===== src/include/psc_pkg.sv =====
// register map, field positions, state codes and timing for the peripheral state control bank
package psc_pkg;
   // register byte addresses
   localparam logic [31:0] ADDR_UNLOCK = 32'h02AC0004;
   localparam logic [31:0] ADDR_PERIPH_CFG = 32'h02AC0008;
   localparam logic [31:0] ADDR_STATE_RPT = 32'h02AC0014;
   localparam logic [31:0] ADDR_PCI_RPT = 32'h02AC0018;
   localparam logic [31:0] ADDR_MEM_CFG = 32'h02AC002C;
   // unlock key and reset value of the key register
   localparam logic [31:0] UNLOCK_KEY = 32'h0F0A0B00;
   localparam logic [31:0] UNLOCK_RESET = 32'hF0F0F0F0;
   // unlock window and memory port enable latency
   localparam int CLK_PERIOD_NS = 10;
   localparam int UNLOCK_WINDOW_CYC = 16;
   localparam int MEM_READY_CYC = 16;
   localparam int ENABLE_PROG_CYC = 4;
   localparam logic [4:0] WINDOW_LAST = 5'(UNLOCK_WINDOW_CYC - 1);
   localparam logic [4:0] MEM_READY_LAST = 5'(MEM_READY_CYC - 1);
   localparam logic [2:0] PROG_LAST = 3'(ENABLE_PROG_CYC - 1);
   // lockable peripheral order: 0 ethernet .. 8 pci
   localparam int NUM_LOCKABLE = 9;
   localparam int IDX_ETH = 0;
   localparam int IDX_HOST = 6;
   localparam int IDX_PCI = 8;
   // enable bit positions in the locked configuration register
   localparam int BIT_PCI = 20;
   localparam int BIT_HOST = 18;
   localparam int BIT_SP1 = 16;
   localparam int BIT_SP0 = 14;
   localparam int BIT_I2C = 12;
   localparam int BIT_GPIO = 10;
   localparam int BIT_TIMER1 = 8;
   localparam int BIT_TIMER0 = 6;
   localparam int BIT_ETH = 4;
   // memory port enable bits
   localparam int BIT_DRAM = 1;
   localparam int BIT_ASYNC = 0;
   // state report fields: lowest bit of each 3-bit field
   localparam int FLD_ETH_LO = 6;
   localparam int FLD_WIDTH = 3;
   localparam int FLD_PCI_LO = 0;
   // boot select codes
   localparam logic [3:0] BOOT_HOST_PORT = 4'h1;
   localparam logic [3:0] BOOT_ASYNC_ROM = 4'h4;
   localparam logic [3:0] BOOT_PCI = 4'h7;
   // status codes
   localparam logic [2:0] ST_DISABLED = 3'h0;
   localparam logic [2:0] ST_ENABLED = 3'h1;
   localparam logic [2:0] ST_POWERDOWN = 3'h3;
   localparam logic [2:0] ST_IN_PROGRESS = 3'h5;
   // per-peripheral state machine
   typedef enum logic [3:0] {
      PS_DISABLED = 4'h1,
      PS_IN_PROGRESS = 4'h2,
      PS_ENABLED = 4'h4,
      PS_POWERDOWN = 4'h8
   } psc_state_e;
endpackage


===== src/rtl/psc_top.sv =====
// peripheral state control bank: locked enables, sticky memory port enables, state reports
// Functional notes
// - bit 20 enables pci; preset by pci boot
// - bit 18 enables host port; preset by host port boot
// - bit 16 enables serial port 1
// - bit 14 enables serial port 0
// - bit 12 enables i2c unit
// - bit 10 enables gpio unit
// - bit 8 enables timer 1
// - bit 6 enables timer 0
// - bit 4 enables ethernet and management
// - memory register: bit1 dram, bit0 async port
// - memory enables sticky until device reset
// - memory units usable within 16 cycles
// - pin-disabled memory units never enable
// - async enable preset by rom boot mode
// - no status fields for memory units
// - 3-bit state fields in report register
// - codes: 000 off,001 on,011 pd,101 progress
// - key unlocks one write within 16 cycles
// - disabled means reset held, clock gated
// - enable passes through in-progress state
`timescale 1ns/1ns
module psc_top (
   // clock and reset
   input wire logic clk,
   input wire logic rst,
   // cpu register port
   input wire logic reg_sel,
   input wire logic reg_wr,
   input wire logic [31:0] reg_addr,
   input wire logic [31:0] reg_wdata,
   output logic [31:0] reg_rdata,
   // configuration pins
   input wire logic [3:0] boot_select_pins,
   input wire logic [8:0] static_pd_pins,
   input wire logic dram_pin_enable,
   input wire logic async_pin_enable,
   // lockable peripheral controls, index 0 ethernet .. 8 pci
   output logic [8:0] periph_clk_en,
   output logic [8:0] periph_rst_release,
   // memory port controls
   output logic dram_ctrl_ready,
   output logic async_mem_ready
);
   // bit position of each lockable peripheral in the configuration register
   function automatic int cfg_bit(input int idx);
      case (idx)
         0: cfg_bit = psc_pkg::BIT_ETH;
         1: cfg_bit = psc_pkg::BIT_TIMER0;
         2: cfg_bit = psc_pkg::BIT_TIMER1;
         3: cfg_bit = psc_pkg::BIT_GPIO;
         4: cfg_bit = psc_pkg::BIT_I2C;
         5: cfg_bit = psc_pkg::BIT_SP0;
         6: cfg_bit = psc_pkg::BIT_HOST;
         7: cfg_bit = psc_pkg::BIT_SP1;
         default: cfg_bit = psc_pkg::BIT_PCI;
      endcase
   endfunction

   // address match for a write
   function automatic logic wr_hit(input logic [31:0] addr);
      wr_hit = reg_sel && reg_wr && (reg_addr == addr);
   endfunction

   logic [31:0] unlock_q;
   logic armed_q;
   logic [4:0] window_q;
   logic [8:0] enable_q;
   logic dram_en_q;
   logic async_en_q;
   logic boot_seen_q;
   logic [4:0] dram_cnt_q;
   logic [4:0] async_cnt_q;
   logic dram_rdy_q;
   logic async_rdy_q;
   logic [26:0] state_codes;
   logic [31:0] state_rpt;
   logic [31:0] pci_rpt;
   logic [31:0] periph_cfg_rd;
   logic [31:0] mem_cfg_rd;

   // key register and one-shot unlock window
   always_ff @(posedge clk or posedge rst) begin
      if (rst) begin
         unlock_q <= psc_pkg::UNLOCK_RESET;
         armed_q <= 1'b0;
         window_q <= 5'h00;
      end else if (wr_hit(psc_pkg::ADDR_UNLOCK)) begin
         unlock_q <= reg_wdata;
         armed_q <= (reg_wdata == psc_pkg::UNLOCK_KEY);
         window_q <= 5'h00;
      end else if (armed_q) begin
         // single write consumes the unlock, or the window expires
         if (wr_hit(psc_pkg::ADDR_PERIPH_CFG) || window_q == psc_pkg::WINDOW_LAST) begin
            armed_q <= 1'b0;
         end
         window_q <= window_q + 5'h01;
      end
   end

   // boot presets are caught on the first edge after reset release
   always_ff @(posedge clk or posedge rst) begin
      if (rst) begin
         boot_seen_q <= 1'b0;
      end else begin
         boot_seen_q <= 1'b1;
      end
   end

   // locked enable register
   always_ff @(posedge clk or posedge rst) begin
      if (rst) begin
         enable_q <= 9'h000;
      end else if (!boot_seen_q) begin
         enable_q <= 9'h000;
         enable_q[psc_pkg::IDX_PCI] <= (boot_select_pins == psc_pkg::BOOT_PCI);
         enable_q[psc_pkg::IDX_HOST] <= (boot_select_pins == psc_pkg::BOOT_HOST_PORT);
      end else if (wr_hit(psc_pkg::ADDR_PERIPH_CFG) && armed_q) begin
         // writes without a live unlock fall through untouched
         for (int i = 0; i < psc_pkg::NUM_LOCKABLE; i++) begin
            enable_q[i] <= reg_wdata[cfg_bit(i)];
         end
      end
   end

   // sticky memory port enables
   always_ff @(posedge clk or posedge rst) begin
      if (rst) begin
         dram_en_q <= 1'b0;
         async_en_q <= 1'b0;
      end else if (!boot_seen_q) begin
         async_en_q <= (boot_select_pins == psc_pkg::BOOT_ASYNC_ROM);
      end else if (wr_hit(psc_pkg::ADDR_MEM_CFG)) begin
         dram_en_q <= dram_en_q | reg_wdata[psc_pkg::BIT_DRAM];
         async_en_q <= async_en_q | reg_wdata[psc_pkg::BIT_ASYNC];
      end
   end

   // memory units come up after a fixed settle count
   always_ff @(posedge clk or posedge rst) begin
      if (rst) begin
         dram_cnt_q <= 5'h00;
         async_cnt_q <= 5'h00;
         dram_rdy_q <= 1'b0;
         async_rdy_q <= 1'b0;
      end else begin
         if (dram_en_q && dram_pin_enable && !dram_rdy_q) begin
            dram_cnt_q <= dram_cnt_q + 5'h01;
            dram_rdy_q <= (dram_cnt_q == psc_pkg::MEM_READY_LAST - 5'h02);
         end
         if (async_en_q && async_pin_enable && !async_rdy_q) begin
            async_cnt_q <= async_cnt_q + 5'h01;
            async_rdy_q <= (async_cnt_q == psc_pkg::MEM_READY_LAST - 5'h02);
         end
      end
   end

   assign dram_ctrl_ready = dram_rdy_q;
   assign async_mem_ready = async_rdy_q;

   // per-peripheral state machines
   generate
      for (genvar g = 0; g < psc_pkg::NUM_LOCKABLE; g++) begin : g_periph
         psc_pkg::psc_state_e st_q;
         logic [2:0] prog_q;
         logic [2:0] code;

         always_ff @(posedge clk or posedge rst) begin
            if (rst) begin
               st_q <= psc_pkg::PS_DISABLED;
               prog_q <= 3'h0;
            end else begin
               case (st_q)
                  psc_pkg::PS_DISABLED: begin
                     prog_q <= 3'h0;
                     if (static_pd_pins[g]) begin
                        st_q <= psc_pkg::PS_POWERDOWN;
                     end else if (enable_q[g]) begin
                        st_q <= psc_pkg::PS_IN_PROGRESS;
                     end
                  end
                  psc_pkg::PS_IN_PROGRESS: begin
                     prog_q <= prog_q + 3'h1;
                     if (static_pd_pins[g]) begin
                        st_q <= psc_pkg::PS_POWERDOWN;
                     end else if (!enable_q[g]) begin
                        st_q <= psc_pkg::PS_DISABLED;
                     end else if (prog_q == psc_pkg::PROG_LAST) begin
                        st_q <= psc_pkg::PS_ENABLED;
                     end
                  end
                  psc_pkg::PS_ENABLED: begin
                     if (static_pd_pins[g]) begin
                        st_q <= psc_pkg::PS_POWERDOWN;
                     end else if (!enable_q[g]) begin
                        st_q <= psc_pkg::PS_DISABLED;
                     end
                  end
                  psc_pkg::PS_POWERDOWN: begin
                     if (!static_pd_pins[g]) begin
                        st_q <= psc_pkg::PS_DISABLED;
                     end
                  end
                  default: begin
                     st_q <= psc_pkg::PS_DISABLED;
                  end
               endcase
            end
         end

         // state code and gate controls
         always_comb begin
            case (st_q)
               psc_pkg::PS_IN_PROGRESS: code = psc_pkg::ST_IN_PROGRESS;
               psc_pkg::PS_ENABLED: code = psc_pkg::ST_ENABLED;
               psc_pkg::PS_POWERDOWN: code = psc_pkg::ST_POWERDOWN;
               default: code = psc_pkg::ST_DISABLED;
            endcase
         end

         // clock runs from in-progress on; reset released only when enabled
         assign periph_clk_en[g] = (st_q == psc_pkg::PS_IN_PROGRESS) || (st_q == psc_pkg::PS_ENABLED);
         assign periph_rst_release[g] = (st_q == psc_pkg::PS_ENABLED);
         assign state_codes[g*psc_pkg::FLD_WIDTH +: psc_pkg::FLD_WIDTH] = code;
      end
   endgenerate

   // read images; memory units have no status field
   always_comb begin
      state_rpt = 32'h00000000;
      // fields in index order below the host port
      for (int i = 0; i < psc_pkg::IDX_HOST; i++) begin
         state_rpt[psc_pkg::FLD_ETH_LO + i * psc_pkg::FLD_WIDTH +: psc_pkg::FLD_WIDTH] =
            state_codes[i * psc_pkg::FLD_WIDTH +: psc_pkg::FLD_WIDTH];
      end
      // serial port 1 sits below the host port in the report, unlike the index order
      state_rpt[psc_pkg::FLD_ETH_LO + psc_pkg::IDX_HOST * psc_pkg::FLD_WIDTH +: psc_pkg::FLD_WIDTH] =
         state_codes[(psc_pkg::IDX_HOST + 1) * psc_pkg::FLD_WIDTH +: psc_pkg::FLD_WIDTH];
      state_rpt[psc_pkg::FLD_ETH_LO + (psc_pkg::IDX_HOST + 1) * psc_pkg::FLD_WIDTH +: psc_pkg::FLD_WIDTH] =
         state_codes[psc_pkg::IDX_HOST * psc_pkg::FLD_WIDTH +: psc_pkg::FLD_WIDTH];
      pci_rpt = 32'h00000000;
      pci_rpt[psc_pkg::FLD_PCI_LO +: psc_pkg::FLD_WIDTH] = state_codes[26:24];
      periph_cfg_rd = 32'h00000000;
      for (int i = 0; i < psc_pkg::NUM_LOCKABLE; i++) begin
         periph_cfg_rd[cfg_bit(i)] = enable_q[i];
      end
      mem_cfg_rd = 32'h00000000;
      mem_cfg_rd[psc_pkg::BIT_DRAM] = dram_en_q;
      mem_cfg_rd[psc_pkg::BIT_ASYNC] = async_en_q;
   end

   // registered read data
   always_ff @(posedge clk or posedge rst) begin
      if (rst) begin
         reg_rdata <= 32'h00000000;
      end else if (reg_sel && !reg_wr) begin
         case (reg_addr)
            psc_pkg::ADDR_UNLOCK: reg_rdata <= unlock_q;
            psc_pkg::ADDR_PERIPH_CFG: reg_rdata <= periph_cfg_rd;
            psc_pkg::ADDR_STATE_RPT: reg_rdata <= state_rpt;
            psc_pkg::ADDR_PCI_RPT: reg_rdata <= pci_rpt;
            psc_pkg::ADDR_MEM_CFG: reg_rdata <= mem_cfg_rd;
            default: reg_rdata <= 32'h00000000;
         endcase
      end
   end
endmodule


===== config.mk =====
export PLATFORM = sky130hd
export DESIGN_NAME = psc_top
export DESIGN_NICKNAME = d
export VERILOG_FILES = /design/src/include/psc_pkg.sv /design/src/rtl/psc_top.sv
export SDC_FILE = /design/constraint.sdc
export NUM_CORES = 1
export LEC_CHECK = 0
export ABC_AREA = 0
export BUFFER_PORTS_ARGS = -buffer_cell sky130_fd_sc_hd__buf_2
export CORE_MARGIN = 2
export CORE_UTILIZATION = 35
export DETAILED_ROUTE_END_ITERATION = 10
export REMOVE_ABC_BUFFERS = 1
export SETUP_SLACK_MARGIN = 0.05
export SLEW_MARGIN = 25
export SYNTH_ARGS = -nofsm -noshare
export SYNTH_HDL_FRONTEND = slang
export SYNTH_SLANG_ARGS = --single-unit

===== constraint.sdc =====
create_clock -name clk -period 8.4 [get_ports clk]
set_input_delay 0.84 -clock clk [delete_from_list [all_inputs] [get_ports clk]]
set_output_delay 0.84 -clock clk [all_outputs]
set_load 0.02 [all_outputs]

### Yosys cells after proc, flatten, opt, wreduce, memory -nomap -nowiden

Cells that the tools add are included.
Widths: inputs -> output; s select.

| storage, ports and cells | value |
|---|---|
| register bits | 157 |
| latch bits | 0 |
| bits in writable memories | 0 |
| ROM bits | 0 |
| bits of input ports | 83 |
| output and inout port bits | 52 |
| logic and storage cells | 345 |
| memories kept | 0 |

| operators by class | value |
|---|---|
| $add $sub $neg | 12 |
| multipliers | 0 |
| divide/modulo/power cells | 0 |
| order comparisons | 9 |
| eq/ne operators | 95 |
| shift operators | 0 |
| multiplexer cells | 154 |
| bitwise logic cells | 2 |
| reductions and logical operators | 43 |

Operators by type and width:

| kind | number |
|---|---|
| $mux 32 | 18 |
| $lt 32x7->1 const B | 9 |
| $mux 4 | 72 |
| $eq 32x26->1 const B | 5 |
| $pmux 32 s5 | 1 |
| $pmux 4 s4 | 9 |
| $pmux 3 s3 | 9 |
| $ne 3x3->1 const B | 18 |
| $pmux 3 s2 | 9 |
| $bmux 1 s5 | 9 |
| $eq 4x3->1 const B | 11 |
| $eq 4x1->1 const B | 10 |
| $eq 4x2->1 const B | 9 |
| $eq 4x4->1 const B | 9 |
| $ne 4x4->1 const B | 9 |
| $reduce_and 4->1 | 9 |
| $eq 32x28->1 const B | 1 |
| $add 3x1->3 const B | 9 |
| $eq 3x2->1 const B | 9 |
| $mux 1 | 23 |
| $reduce_bool 2->1 | 10 |
| $mux 9 | 2 |
| $ne 2x2->1 const B | 9 |
| $add 5x1->5 const B | 3 |
| other kinds (8) | 33 |

### Logic depth before layout (Yosys ltp)

| logic depth | value |
|---|---|
| word-level depth | 10 |
| gate-level depth with buffers | 6 |
| depth with buffers taken out | 6 |

### Worst setup path before layout

Ideal clock, no wire load.

| timing | value |
|---|---|
| path kind | reg2out |
| from | register g_periph[5].st_q[0] |
| to | output port periph_clk_en[5] |
| arrival time | 1.827 ns |
| data required time | 7.560 ns |
| path slack | 5.733 ns |
| cell stages (with the launch flop) | 5 |
| buffers on the path | 2 |
| path through | dfstp_2 > clkbuf_1 > clkbuf_1 > nor4b_1 > or2_2 |

| on the way | value |
|---|---|
| cells in the longest elaborated chain, start to end | 2 |

Ends and longest elaborated chain:

| element | line | text |
|---|---|---|
| from (decl) | psc_top.sv:165 | `psc_pkg::psc_state_e st_q;` |
| from (signal assigned) | psc_top.sv:171 | `st_q <= psc_pkg::PS_DISABLED;` |
| from (signal assigned) | psc_top.sv:178 | `st_q <= psc_pkg::PS_POWERDOWN;` |
| from (signal assigned) | psc_top.sv:180 | `st_q <= psc_pkg::PS_IN_PROGRESS;` |
| $eq 4x3->1 | n/a |  |
| via periph_rst_release[5] | psc_top.sv:41 | `output logic [8:0] periph_rst_release,` |
| $logic_or 1x1->1 | psc_top.sv:223 | `assign periph_clk_en[g] = (st_q == psc_pkg::PS_IN_PROGRESS) \|\| (st_q == psc_pkg::PS_ENABLED);` |
| to (decl) | psc_top.sv:40 | `output logic [8:0] periph_clk_en,` |

The timed path passes the listed nets, and every way through them passes these cells.

### Worst setup path in the final report

| timing | value |
|---|---|
| from | register g_periph[4].st_q[1] |
| to | output port periph_clk_en[4] |

| on the way | value |
|---|---|
| cells in the longest elaborated chain, start to end | 2 |

Ends and longest elaborated chain:

| element | line |
|---|---|
| from (decl) | psc_top.sv:165 |
| from (signal assigned) | psc_top.sv:171 |
| from (signal assigned) | psc_top.sv:178 |
| from (signal assigned) | psc_top.sv:180 |
| $eq 4x2->1 or $eq 4x3->1 (tied branches) | psc_top.sv:223 |
| $logic_or 1x1->1 (*) | psc_top.sv:223 |

Mark *: on every way between the ends. The rest lies on a longest branch, timed or not.

==> impl_summary.log <==
[metrics] HPWL after detailed placement: 16.5 mm
[metrics] buffers inserted during post-CTS setup optimization: 0
[metrics] Final ANT Viol Nets: 0
[metrics] Internal: 1.55 mW
[metrics] number of synthesized flops with an enable pin: 0
[metrics] part of the power in combinational logic: 16.6%
[metrics] clk buf depth: 2
[metrics] Core Util, Final: 42.1%
[metrics] final hold violations: 0
[metrics] number of design rule violations left after detail routing: 0
[metrics] overflow left after global routing: 0
[metrics] ordered list of cells on the worst path: or3b_2 -> nor2_1 -> or2_2 -> buf_2
[metrics] weighted congestion reported at the end of routability-driven placement: 0.844
[metrics] Critical-path top delay cell: sky130_fd_sc_hd__dfrtp_1
[metrics] Synthesis Warnings: 0
[metrics] area of the die: 26000 um2
[metrics] die boundary width: 161 um
[metrics] first-pass GRT wire length: 36.9 mm
[metrics] fraction of registers with async set/reset: 100%
[metrics] largest net degree at the start of global routing: 98
[metrics] cts bufs inserted: 17
[metrics] drt pass-1 iters: 4
[metrics] max capacitance violation total: 0
[metrics] delay of the slowest critical-path stage: 540 ps
[metrics] area of all placed cells without fillers: 10200 um2
[metrics] Post-Place Worst Slack: 5360 ps
[metrics] leakage power total: 4.60 nW
[metrics] num ports: 135
[metrics] area occupied by multi-input gates: 4390 um2
[metrics] setup slack, reg-to-reg: 6290 ps
[metrics] f_max: 331 MHz
[metrics] number of filler instances in the final layout: 2401
[metrics] power per cell area: 214 nW/um2
[metrics] CP Capture Type: primary output
[metrics] clock share of power: 39.2%
[metrics] worst path arrival time: 2180 ps
[metrics] worst slew slack as a fraction of its limit: 40.3%
[metrics] Total Routing Usage GR: 18.1%
[metrics] critical path class: reg -> out
[metrics] unrepaired setup endpoints after global routing: no
[metrics] clock edge transition at the registers on the reported setup and hold paths: 60 ps
[metrics] number of global-route vias before repair: 6707
[metrics] result of the run: complete, no violations
[metrics] switching part of the total power: 29.4%
[metrics] distinct cell type count after synthesis: 69
[metrics] Top FF cell, synth: sky130_fd_sc_hd__dfrtp_1
[metrics] CTS Root Buffer Type: sky130_fd_sc_hd__clkbuf_16
[metrics] Avg Cell Area, Syn: 9.48 um2
[metrics] DRT Wirelength: 23.1 mm
[metrics] final worst path period share: 35.9%
[metrics] cts-stage hold buffer count: 0
[metrics] total chip power: 2.19 mW
[metrics] post-route clock skew: 5.72 ps
[metrics] number of pins exceeding their max-slew limit in the final report: 0
[metrics] final total negative setup slack: 0 ps
[metrics] number of nets in the finished design: 1127
[metrics] Std-Cell Rows: 57
[metrics] total of flip-flops plus latches after synthesis: 157
[metrics] # H-tree levels: 4
[metrics] TritonCTS clock tree: yes
[metrics] path category of the worst min-delay check: reg -> reg
[metrics] worst slew pin tran: 896 ps
[metrics] setup violators final: 0
[metrics] min Tclk post-route: 3020 ps
[metrics] critical path launch point type: flip-flop
[metrics] total of buffers placed on input and output ports: 134
[metrics] starting density of the core: 35.6%
[metrics] Flop pwr share: 44.2%
[metrics] vias per inst: 5.29
[metrics] post-place instance area: 9570 um2
[metrics] setup slack after layout: 5380 ps
[metrics] relative area change from synthesis to final layout: 18.2%
[metrics] area occupied by registers: 3960 um2
[metrics] count of vias placed by the detailed router: 7189
[metrics] post-CTS resize count: 0
[metrics] cell area after synthesis: 8660 um2
[metrics] proportion of layout cells with a drive suffix above 1: 23.1%
[metrics] worst vdd ir: 0.123 mV
[metrics] post-synthesis cell count: 914
[metrics] portion of the post-synthesis area used by sequential elements: 45.7%
[metrics] antenna violations before repair: 4
[metrics] area of the core: 24300 um2
[metrics] clock net sink count: 157
[metrics] largest driver fanout on the critical path: 12
[metrics] DR WL/cell: 17.0 um
[metrics] die extent in y: 161 um
[metrics] number of DRC markers in iteration 0: 513
[metrics] insertion delay to the later sink of the worst-skew pair: 430 ps
[metrics] worst path required time: 7560 ps
[metrics] power spent charging and discharging nets: 0.645 mW
[cell usage in the layout, fill, tap and decap left out, types with 12 or more instances in the layout]
cell type	instances
sky130_fd_sc_hd__mux2_2	22
sky130_fd_sc_hd__nor4_1	21
sky130_fd_sc_hd__o21ai_0	92
sky130_fd_sc_hd__ha_1	24
sky130_fd_sc_hd__nor2b_1	20
sky130_fd_sc_hd__xor2_1	12
sky130_fd_sc_hd__clkbuf_16	17
sky130_fd_sc_hd__nor4b_1	13
sky130_fd_sc_hd__dfrtp_1	132
sky130_fd_sc_hd__and3_1	12
sky130_fd_sc_hd__nand2_1	98
sky130_fd_sc_hd__inv_1	25
sky130_fd_sc_hd__buf_2	134
sky130_fd_sc_hd__mux2_1	14
sky130_fd_sc_hd__and2_1	12
sky130_fd_sc_hd__nor2_1	62
sky130_fd_sc_hd__dfstp_2	25
sky130_fd_sc_hd__nand2b_1	13
sky130_fd_sc_hd__a21oi_1	62
sky130_fd_sc_hd__nor3_1	22
sky130_fd_sc_hd__mux2i_1	21
[layout make-up]
cell class / count / area share, %
multi-input cells: 676 / 42.8
flip-flops and latches: 157 / 38.7
repair buffers: 140 / 7.02
clock buffers: 21 / 4.59
well taps: 324 / 3.96
clock inverters: 11 / 1.83
inverters: 28 / 1.07
diodes: 2 / 0.0489
[stage by stage]
stage	hold slack, ps	instances
2_1_floorplan	437	861
3_3_place_gp	455	1324
3_5_place_dp	459	1324
4_1_cts	472	1356
5_1_grt	492	1359
6_report	467	1359
[sequential cells by signal, indices dropped and copies added (netlist names), 5 cells and up]
| register | cells |
|---|---|
| async_cnt_q | 5 |
| window_q | 5 |
| reg_rdata | 32 |
| g_periph.prog_q | 27 |
| dram_cnt_q | 5 |
| g_periph.st_q | 36 |
| unlock_q | 32 |
| enable_q | 9 |
[worst max-delay path, delay by kind of cell, from the launching register on]
| family | cells | cell delay (ps) |
|---|---|---|
| buffers and inverters | 1 | 150 |
| DFF | 1 | 540 |
| and+or+nand+nor | 3 | 1060 |
[cells in the mapped netlist, drive strengths merged (4+ instances only)]
cell type	n	share of area, %
a22oi	5	0.43
nor4	24	1.9
and2	12	0.87
xor2	12	1.2
mux2	36	4.7
nor3	22	1.3
nand3b	9	0.78
a21oi	62	3.6
inv	26	1.1
nand2b	13	0.94
dfrtp	132	38
nand2	98	4.2
a32oi	4	0.40
mux2i	21	2.4
nand4b	4	0.40
o21ai	97	5.6
dfstp	25	7.6
or2	5	0.36
or3b	6	0.61
nand4	9	0.65
nor4bb	9	1.0
nand3	4	0.23
a22o	8	0.81
a221oi	5	0.51
and3	12	0.87
a222oi	5	0.58
nor3b	5	0.49
a31oi	5	0.36
clkbuf	43	1.9
and3b	9	0.91
nor2	62	2.7
nor4b	15	1.7
a211oi	7	0.61
nor2b	20	1.4
xnor2	9	0.91
ha	24	3.5
buf	10	0.77
[power groups by stage]
stage / combinational [mW] / sequential (mW) / clock, mW
detailed placement: 0.365 / 0.980 / 0
finish: 0.363 / 0.969 / 0.861
CTS: 0.366 / 0.967 / 0.876
global placement: 0.360 / 0.981 / 0
global route: 0.414 / 0.991 / 0.908
floorplan: 0.275 / 0.937 / 0
[path summary, 6_finish.rpt]
check	start	end	cells past startpoint
max reg2reg	g_periph[0].st_q[0]	g_periph[0].st_q[0]	5
max in group asynchronous	rst	g_periph[6].st_q[2]	3
max	g_periph[4].st_q[1]	periph_clk_en[4]	4
min	dram_cnt_q[4]	dram_cnt_q[4]	1
min reg2reg	dram_cnt_q[4]	dram_cnt_q[4]	1
min in group asynchronous	rst	g_periph[8].prog_q[2]	2
[cell families after synthesis]
family / count (synthesis) / synth area share [%]
AO/OA/AOI/OAI: 226 / 15.6
XOR/XNOR: 21 / 2.12
adder cells (fa/ha/maj): 24 / 3.47
multiplexers: 57 / 7.10
flip-flops: 157 / 45.7
AND/OR/NAND/NOR: 347 / 22.2
buffers and inverters: 81 / 3.84
other: 1 / 0.0433
[layer usage]
layer | track usage, % | vias to the layer above | wire [um]
li1 | - | 3529 | -
met1 | 25.2 | 3445 | 11000
met2 | 27.9 | 180 | 10600
met3 | 3.70 | 31 | 1090
met4 | 6.57 | 4 | 437
met5 | 0 | - | 25
(Power assumes the default switching activity.)
